**config.mk**
```make
export PLATFORM = sky130hd
export DESIGN_NAME = sbns_exec
export DESIGN_NICKNAME = d
export VERILOG_FILES = /design/src/inc/sbns_pkg.sv /design/src/sbns_alu.sv /design/src/sbns_exec.sv
export VERILOG_INCLUDE_DIRS = /design/src /design/src/inc
export SDC_FILE = /design/constraint.sdc
export NUM_CORES = 1
export LEC_CHECK = 0
export BUFFER_PORTS_ARGS = -buffer_cell sky130_fd_sc_hd__buf_2
export CORE_ASPECT_RATIO = 0.7
export CORE_MARGIN = 4
export CORE_UTILIZATION = 35
export CTS_CLUSTER_SIZE = 14
export DETAILED_ROUTE_END_ITERATION = 6
export GPL_TIMING_DRIVEN = 0
export PLACE_DENSITY_LB_ADDON = 0.12
export SYNTH_ARGS = -nofsm -noshare
export SYNTH_HDL_FRONTEND = slang
export SYNTH_SLANG_ARGS = --single-unit
```
**constraint.sdc**
```tcl
create_clock -name clk_sys -period 5.15 [get_ports clk_sys]
set_clock_uncertainty 0.05 [all_clocks]
set_input_delay 0.2575 -clock clk_sys [delete_from_list [all_inputs] [get_ports clk_sys]]
set_output_delay 0.2575 -clock clk_sys [all_outputs]
set_load 0.05 [all_outputs]
```
**src/inc/sbns_defines.svh**
```systemverilog
// Constants for the subtract-with-borrow and nibble-swap datapath.
`ifndef SBNS_DEFINES_SVH
`define SBNS_DEFINES_SVH
`define SBNS_OPC_MSB 15
`define SBNS_OPC_LSB 10
`define SBNS_SUBB_OPC 6'h16
`define SBNS_SWAP_OPC 6'h0e
`define SBNS_DEST_BIT 9
`define SBNS_ACC_BIT 8
`define SBNS_ACCESS_SPLIT 8'h80
`define SBNS_ACCESS_HI_BANK 4'hf
`define SBNS_ACCESS_LO_BANK 4'h0
`define SBNS_FLAG_C 0
`define SBNS_FLAG_DC 1
`define SBNS_FLAG_Z 2
`define SBNS_FLAG_OV 3
`define SBNS_FLAG_N 4
`define SBNS_WREG_RST 8'h00
`define SBNS_FLAGS_RST 5'h00
`endif

```
**src/inc/sbns_pkg.sv**
```systemverilog
// Types for the subtract-with-borrow and nibble-swap datapath.
package sbns_pkg;
	typedef enum logic [1:0] {SBNS_OP_NONE, SBNS_OP_SUBB, SBNS_OP_SWAP} sbns_op_t;
	typedef enum logic [1:0] {SBNS_Q1, SBNS_Q2, SBNS_Q3, SBNS_Q4} sbns_phase_t;
	typedef struct packed {
		logic n;
		logic ov;
		logic z;
		logic dc;
		logic c;
	} sbns_flags_t;
	typedef struct packed {
		logic we;
		logic [11:0] addr;
		logic [7:0] data;
	} sbns_fwr_t;
endpackage

```
**src/sbns_alu.sv**
```systemverilog
// Subtract-with-borrow arithmetic unit with flag generation.
`timescale 1ns/1ps
`include "sbns_defines.svh"
module sbns_alu
	import sbns_pkg::*;
#(
	parameter int W = 8
)(
	input wire logic [W-1:0] a_in,
	input wire logic [W-1:0] b_in,
	input wire logic c_in,
	output logic [W-1:0] res,
	output sbns_flags_t flags
);
	logic [W:0] sum;
	logic [4:0] lo;
	// =========================================
	// Arithmetic
	// Two's complement subtract.
	always_comb
	begin
		sum = {1'b0, a_in} + {1'b0, ~b_in} + {{W{1'b0}}, c_in};
		lo = {1'b0, a_in[3:0]} + {1'b0, ~b_in[3:0]} + {4'h0, c_in};
		res = sum[W-1:0];
		flags.c = sum[W];
		flags.dc = lo[4];
		flags.z = (sum[W-1:0] == '0);
		flags.n = sum[W-1];
		flags.ov = (a_in[W-1] != b_in[W-1]) && (sum[W-1] != a_in[W-1]);
	end
endmodule

```
**src/sbns_exec.sv**
```systemverilog
// Execution datapath for the subtract-with-borrow and nibble-swap instructions.
`timescale 1ns/1ps
`include "sbns_defines.svh"
// Operation
// - Subtract-with-borrow: file minus accumulator minus inverted carry, sets five flags.
// - Subtract result goes to accumulator when dest is 0, else file.
// - Access bit 0 uses the access bank and ignores the bank pointer.
// - Access bit 1 forms the address from the bank-select pointer.
// - Nibble swap exchanges the two nibbles and leaves flags unchanged.
// - Nibble swap is recognised by its fixed upper six bits.
// - Swapped byte goes to accumulator when dest is 0, else file.
module sbns_exec
	import sbns_pkg::*;
(
	input wire logic clk_sys,
	input wire logic resetn,
	input wire logic [15:0] instr,
	input wire logic instr_valid,
	input wire logic [3:0] bank_select_pointer,
	input wire logic [7:0] file_rdata,
	output logic [11:0] file_raddr,
	output sbns_fwr_t file_wr,
	output logic [7:0] wreg,
	output sbns_flags_t flags,
	output sbns_phase_t phase,
	output logic busy,
	output logic done
);
	sbns_phase_t phase_q, phase_d;
	sbns_op_t op_q, op_d;
	logic dest_q, dest_d;
	logic [11:0] addr_q, addr_d;
	logic [7:0] opnd_q, opnd_d;
	logic [7:0] res_q, res_d;
	sbns_flags_t fres_q, fres_d;
	logic [7:0] wreg_q, wreg_d;
	sbns_flags_t flags_q, flags_d;
	sbns_fwr_t wr_q, wr_d;
	logic done_q, done_d;
	logic [7:0] alu_res;
	sbns_flags_t alu_flags;

	// =========================================
	// Decode helpers
	function automatic sbns_op_t decode_op(input logic [15:0] ins);
		if (ins[`SBNS_OPC_MSB:`SBNS_OPC_LSB] == `SBNS_SUBB_OPC)
			return SBNS_OP_SUBB;
		else if (ins[`SBNS_OPC_MSB:`SBNS_OPC_LSB] == `SBNS_SWAP_OPC)
			return SBNS_OP_SWAP;
		return SBNS_OP_NONE;
	endfunction

	function automatic logic [11:0] form_addr(input logic acc, input logic [3:0] bsp,
		input logic [7:0] f);
		// Access bank overrides the bank pointer.
		if (!acc)
			return {(f < `SBNS_ACCESS_SPLIT) ? `SBNS_ACCESS_LO_BANK : `SBNS_ACCESS_HI_BANK, f};
		// Bank pointer forms the upper address.
		return {bsp, f};
	endfunction

	sbns_alu #(.W(8)) u_alu (
		.a_in(opnd_q),
		.b_in(wreg_q),
		.c_in(flags_q.c),
		.res(alu_res),
		.flags(alu_flags)
	);

	// =========================================
	// Phase sequencer and datapath
	always_comb
	begin
		phase_d = phase_q;
		op_d = op_q;
		dest_d = dest_q;
		addr_d = addr_q;
		opnd_d = opnd_q;
		res_d = res_q;
		fres_d = fres_q;
		wreg_d = wreg_q;
		flags_d = flags_q;
		wr_d = '0;
		done_d = 1'b0;
		unique case (phase_q)
			SBNS_Q1:
			begin
				if (instr_valid && decode_op(instr) != SBNS_OP_NONE)
				begin
					op_d = decode_op(instr);
					dest_d = instr[`SBNS_DEST_BIT];
					addr_d = form_addr(instr[`SBNS_ACC_BIT], bank_select_pointer, instr[7:0]);
					phase_d = SBNS_Q2;
				end
			end
			SBNS_Q2:
			begin
				opnd_d = file_rdata;
				phase_d = SBNS_Q3;
			end
			SBNS_Q3:
			begin
				if (op_q == SBNS_OP_SUBB)
				begin
					res_d = alu_res;
					fres_d = alu_flags;
				end
				else
				begin
					res_d = {opnd_q[3:0], opnd_q[7:4]};
					fres_d = flags_q;
				end
				phase_d = SBNS_Q4;
			end
			SBNS_Q4:
			begin
				// Arithmetic flags update on subtract only.
				if (op_q == SBNS_OP_SUBB)
					flags_d = fres_q;
				if (!dest_q)
					wreg_d = res_q;
				else
				begin
					wr_d.we = 1'b1;
					wr_d.addr = addr_q;
					wr_d.data = res_q;
				end
				done_d = 1'b1;
				phase_d = SBNS_Q1;
			end
		endcase
	end

	always_ff @(posedge clk_sys or negedge resetn)
	begin
		if (!resetn)
		begin
			phase_q <= SBNS_Q1;
			op_q <= SBNS_OP_NONE;
			dest_q <= 1'b0;
			addr_q <= 12'h000;
			opnd_q <= 8'h00;
			res_q <= 8'h00;
			fres_q <= `SBNS_FLAGS_RST;
			wreg_q <= `SBNS_WREG_RST;
			flags_q <= `SBNS_FLAGS_RST;
			wr_q <= '0;
			done_q <= 1'b0;
		end
		else
		begin
			phase_q <= phase_d;
			op_q <= op_d;
			dest_q <= dest_d;
			addr_q <= addr_d;
			opnd_q <= opnd_d;
			res_q <= res_d;
			fres_q <= fres_d;
			wreg_q <= wreg_d;
			flags_q <= flags_d;
			wr_q <= wr_d;
			done_q <= done_d;
		end
	end

	assign file_raddr = addr_q;
	assign file_wr = wr_q;
	assign wreg = wreg_q;
	assign flags = flags_q;
	assign phase = phase_q;
	assign busy = (phase_q != SBNS_Q1);
	assign done = done_q;
endmodule

```
==> flow_summary.toml, run 1 <==
[worst_setup_path]
arrival_ps = 2640
worst-path-max-fanout = 4
cp-end-kind = "flop"
cp.required_ps = 5340
startpoint_type = "flop"
crit_type = "flop to flop"

[sta]
period_needed_ps = 2450
maxSlewHeadroom_pct = 64.4
slew_violations = 0
fin_setup_tns_ps = 0
clock.fmax_ghz = 0.408
setup_viol_count_final = 0
finalHoldViolations = 0
setup_ws_ps = 2700
fin_crit_sh_pct = 47.6
worst_pin_slew_ps = 534
rsz0062_at_grt = "no"

[synth]
synth_cell_types = 44
synth_ff_type = "dfrtp_1"
yosysWarnings = 0
synthArstFlopShare_pct = 100
synth_nets = 329
syn_inst = 284
ys_ff_latch = 73
synth_area_per_cell_um2 = 11.7
synth_simple_gate_area_share_pct = 12.5
synth_fa_ha_area_share_pct = 5.74
synth_compound_area_share_pct = 10.8
seq_area_frac_synth_pct = 55.1
synth_top_family_by_area = "simple AND/OR/NAND/NOR gates"
synthMuxAreaShare_pct = 10.2
syn-cell-area_um2 = 3310
synth_edf_count = 0
synthXorXnorAreaFrac_pct = 1.59

[clock_network]
cts_root_buf = "clkbuf_16"
clock_sinks = 73
cts_buffers = 9
cts_resized = 0
clkTransAtPathRegs_ps = 60
cts_tree = "built"
h-tree-depth = 3
cts_setup_buffers = 0
clk_latency_ps = 330
clockBufferDepth = 2
hold_buffers = 1

[route]
wl_um = 7750
post_drt_wl_per_cell_um = 15.3
dr.pass1.iters = 4
via_count = 2451
drt-vias-per-instance = 4.84
dr.first_iter.drc_count = 102
ant_nets = 0
drc_errors = 0

[die]
die_h_um = 89.4
core_area_um2 = 9140
die_w_um = 124
rows = 29
ios = 81
start_util_pct = 36.2
die_area_um2 = 11100

[finish]
multi_input_area_um2 = 1350
diodes = 0
fillers = 887
fin_cells = 506
final_cell_mix = "80 x buf_2, 73 x dfrtp_1, 29 x mux2_2"
final_common_cell = "buf_2"
final_nets = 422
syn2layout_area_growth_pct = 28.4
drive_above_1_share_pct = 36.4
layout.area.seq_um2 = 1830

[placement]
io_buffers = 80
placedCellCount = 489
hpwl_um = 5960
place_ws_ps = 2720
gp_congestion = 0.859

[power_and_ir_drop]
ir_worst_vdd_mv = 0.356
finalPower_mw = 2.89
power.density_nw_per_um2 = 680
leakage_nw = 2.19

[grt]
grt_start_max_net_pins = 65
first_global_vias = 2451
overflow = 0
grt_pass1_wl_um = 12700
grt_util_all_layers_pct = 14.8
antenna_found_initial = 0

[worst_hold_path]
hp-class = "input port to flop"

[run]
cap_viol_max_count = 0

[outcome]
outcome = "complete, no violations"
==> critical path, cell delays in order (launching register included) <==
cell and delay [ps]:
dfrtp_1 430, inv_1 90, fa_1 180, inv_1 50, fa_1 420, a21o_1 230
a221oi_2 320, xnor2_1 190, nand4_1 160, o31ai_2 240
==> cell type report <==
type                            count  area share [%]
Tap cell                          124            3.65
Clock inverter                      5            2.41
Inverter                           17            1.50
Timing Repair Buffer               82            10.4
Multi-Input combinational cell    178            31.7
Buffer                             16            1.71
Clock buffer                       11            5.71
Sequential cell                    73            42.9
==> cells in the mapped netlist (3+ instances only) <==
library cell | instances | area, µm²
ha_1 | 12 | 150
mux2_2 | 29 | 327
inv_1 | 17 | 63.8
dfrtp_1 | 73 | 1830
nand2_1 | 26 | 97.6
a21oi_2 | 3 | 26.3
o21a_1 | 3 | 22.5
a31oi_1 | 5 | 31.3
nor2_1 | 12 | 45.0
nand2b_1 | 3 | 18.8
xnor2_1 | 5 | 43.8
and3_1 | 20 | 125
o21ai_0 | 14 | 70.1
o211ai_1 | 5 | 37.5
clkbuf_1 | 11 | 41.3
a21oi_1 | 9 | 45.0
==> state kept, by name, indices dropped and copies added, names as in the netlist <==
signal,count
file_wr,21
file_raddr,12
opnd_q,8
res_q,8
wreg,8
flags,5
fres_q,5
op_q,2
phase,2
dest_q,1
done,1
==> routing by layer <==
layer  GRT usage, %  vias up  wire length (µm)
li1               -     1172                 -
met4           5.57        0               104
met1           20.8     1200              3830
met5              0        -                 0
met2           20.9       69              3270
met3           5.25       10               542
==> report_power, final <==
group / switching [mW] / internal [mW] / total, mW
registers: 0.130 / 0.730 / 0.860
clock network: 0.225 / 0.485 / 0.710
logic: 0.844 / 0.477 / 1.32
total: 1.20 / 1.69 / 2.89
==> kinds of logic (layout without fill, tap and decap cells) <==
family | after synthesis | count (layout)
AND/OR/NAND/NOR | 78 | 78
multiplexers | 30 | 30
XOR/XNOR | 6 | 6
buffers and inverters | 33 | 131
flip-flops | 73 | 73
adder cells (fa/ha/maj) | 14 | 14
AO/OA/AOI/OAI | 50 | 50
==> final timing paths <==
path / startpoint / endpoint / slack [ps] / depth (start not counted)
max: flags[0] / fres_q[2] / 2700 / 9
min: file_rdata[0] / opnd_q[0] / 80 / 3
max reg2reg: flags[0] / fres_q[2] / 2700 / 9
min reg2reg: op_q[0] / op_q[0] / 450 / 2
max in group asynchronous: resetn / wreg[1] / 4250 / 3
min in group asynchronous: resetn / opnd_q[5] / 260 / 2
==> metrics by stage <==
stage	hold WS [ps]	instance area, µm²	utilization, %
3_5_place_dp	63.7	3900	42.6
3_3_place_gp	431	3870	42.3
6_report	82.5	4250	46.5
4_1_cts	71.4	4250	46.5
5_1_grt	85.1	4250	46.5
2_1_floorplan	-88.1	3310	-
No activity file was read; power rests on OpenSTA's default activity.
==> run 2, diff against run 1 <==
--- a/config.mk
+++ b/config.mk
@@ -6,6 +6,7 @@
 export SDC_FILE = /design/constraint.sdc
 export NUM_CORES = 1
 export LEC_CHECK = 0
+export ABC_AREA = 1
 export BUFFER_PORTS_ARGS = -buffer_cell sky130_fd_sc_hd__buf_2
 export CORE_ASPECT_RATIO = 0.7
 export CORE_MARGIN = 4
==> constraint.sdc (replaced) <==
create_clock -name clk_sys -period 2.02 [get_ports clk_sys]
set_clock_uncertainty 0.05 [all_clocks]
set_input_delay 0.101 -clock clk_sys [delete_from_list [all_inputs] [get_ports clk_sys]]
set_output_delay 0.101 -clock clk_sys [all_outputs]
set_load 0.05 [all_outputs]
==> run 2 against run 1 <==
The flow now finishes with violations (negative setup slack). Non-clock buffer count grew 12. Design area grew 3.4%. Worst hold slack lost 49 ps. Synthesized cell count grew 30%. Maximum frequency grew 18%. Combinational power grew to 3.2 times the previous value. First-iteration DRC count grew 44%. Worst setup slack lost 2800 ps. Highest routed layer unchanged.
==> flow_summary.toml, run 2 <==
[worst_hold_path]
hold_path.startpoint = "bank_select_pointer[2]"
hold_end = "file_raddr[10]"
min_path_cells = 5
hp-class = "input port to flop"

[die]
start_util_pct = 36.1
rows = 29
die_area_um2 = 11000
core_area_um2 = 9110
die_h_um = 89.1
die_w_um = 124
ios = 81

[finish]
largest_reg_flops = 21
fin_cells = 609
design_area_um2 = 4400
syn2layout_area_growth_pct = 33.7
fillers = 902
final_util_pct = 48.3
diodes = 0
final_nets = 525
final_common_cell = "buf_2"
final_cell_mix = "80 x buf_2, 75 x nand2_1, 71 x dfrtp_1"
drive_above_1_share_pct = 27.2

[placement]
io_buffers = 80
gp_congestion = 0.915
hpwl_um = 6220
post_dp_cell_area_um2 = 3880
placedCellCount = 574

[route]
dr.first_iter.drc_count = 147
wl_um = 8400
drc_errors = 0
ant_nets = 0
drt-vias-per-instance = 4.51
via_count = 2749
post_drt_wl_per_cell_um = 13.8
dr.pass1.iters = 4

[synth]
syn_inst = 369
yosys.area.top_type = "dfrtp_1"
yosysMostFrequentCell = "nand2_1"
seq_area_frac_synth_pct = 55.5
synth_edf_count = 0
ys_ff_latch = 73
synth_commonest_cells = "80 x nand2_1, 73 x dfrtp_1, 60 x inv_1"
synth_cell_types = 27
synth_nets = 414
synth_area_per_cell_um2 = 8.92
synth_area_leaders = "dfrtp_1 56%, nand2_1 9.1%, inv_1 6.8%"
syn-cell-area_um2 = 3290
synth_ff_type = "dfrtp_1"
yosysWarnings = 0
synth_top_area_share_pct = 55.5
synthArstFlopShare_pct = 100

[clock_network]
cts_tree = "built"
cts_buffers = 9
clk_latency_ps = 330
cts_root_buf = "clkbuf_16"
clock_sinks = 73
clkTransAtPathRegs_ps = 60
h-tree-depth = 3
clockBufferDepth = 2

[worst_setup_path]
crit_buf_inv = 3
arrival_ps = 2290
r2r_end = "fres_q[2]"
worst-path-max-fanout = 3
reg2reg_from = "opnd_q[0]"
r2r_slack_ps = -50
worst_r2r_path_depth = 11
crit_type = "flop to flop"
cp-end-kind = "flop"
path_cells = "inv_2, fa_2, inv_2, fa_2, inv_2, nand2_2, nor2_1, nand3_1, nor2_1, nand2_1, a21oi_2"
cp.required_ps = 2230
cp_slowest_cell = "fa_2"
crit_path_frequent_cell = "inv_2"
slowest_delay_ps = 420
cpLargestDelayFamily = "adder cells"
startpoint_type = "flop"

[outcome]
outcome = "finished, violations left"
violations = "negative setup slack"

[grt]
antenna_found_initial = 0
grt_start_max_net_pins = 59
grt_pass1_wl_um = 13100
overflow = 0
first_global_vias = 2525
grt_util_all_layers_pct = 15.9

[sta]
fin_crit_sh_pct = 103
setup_viol_count_final = 1
finalHoldViolations = 0
slew_violations = 0
worst_pin_slew_ps = 520
setup_ws_ps = -53.9
period_needed_ps = 2070
maxSlewHeadroom_pct = 65.3
clock.fmax_ghz = 0.482
rsz0062_at_grt = "yes"

[power_and_ir_drop]
power.density_nw_per_um2 = 1860
leakage_nw = 2.34
ir_worst_vdd_mv = 0.801

[run]
cap_viol_max_count = 0
run 2: worst register-to-register path: stages (launching register included):
cell and delay (ps):
dfrtp_1 350, inv_2 70, fa_2 380, inv_2 90, fa_2 420, inv_2 60
nand2_2 50, nor2_1 120, nand3_1 100, nor2_1 110, nand2_1 70, a21oi_2 120
run 2: stage by stage:
stage / TNS [ps] / setup slack [ps] / power, mW / hold WS (ps)
floorplan: 0 / 10.3 / 5.40 / -245
global placement: -422 / -222 / 6.42 / 259
detailed placement: -397 / -203 / 6.46 / -60.7
CTS: -4.88 / -4.88 / 8.13 / 27.9
global route: -305 / -155 / 8.84 / 62.3
finish: -53.9 / -53.9 / 8.20 / 33.8
run 2: worst max path at each step:
stage          startpoint  cells past startpoint  slack, ps        end
2_1_floorplan     wreg[0]                     11         10   res_q[6]
6_report        opnd_q[0]                     11        -50  fres_q[2]
3_5_place_dp     flags[0]                     12       -200   res_q[6]
5_1_grt         opnd_q[0]                     11       -150  fres_q[2]
3_3_place_gp     flags[0]                     12       -220   res_q[6]
4_1_cts          flags[0]                     12         -5   res_q[6]
run 2: metal layers:
metal  track usage (%)  share of wire (%)  vias to the layer above
li1                  -                  -                     1384
met1              24.5                 50                     1279
met2              21.3                 41                       77
met3              4.68                7.9                        9
met4              5.07                1.2                        0
met5                 0                  0                        -
run 2: report_power, final:
group	internal (mW)	switching, mW	total [mW]
logic	1.20	3.07	4.27
registers	2.02	0.339	2.36
clock network	0.984	0.586	1.57
run 2: logic make-up after synthesis:
group                      synth area share (%)
adders and majority gates                  5.78
and+or+nand+nor                            16.7
AOI/OAI and AO/OA                          11.3
buffers and inverters                      8.71
DFF                                        55.5
muxes                                      2.05
run 2: area by class of cell:
cell class / count / area, µm² / share of cell area (%)
buffer: 10 / 55.1 / 1.25
multi-input combinational: 224 / 1210 / 27.5
inverter: 62 / 233 / 5.29
clock inverter: 5 / 55.1 / 1.25
timing repair buffer: 100 / 618 / 14.1
sequential: 73 / 1830 / 41.6
clock buffer: 11 / 243 / 5.52
tap: 124 / 155 / 3.53
run 2: timing repair:
action | 4_1_cts | 5_1_grt
hold endpoints to repair | 90 | 0
endpoints found under the setup margin | 3 | 4
buffers inserted | 0 | 1
pin swaps | 3 | 10
hold buffers | 18 | 0
resized for setup | 5 | 13
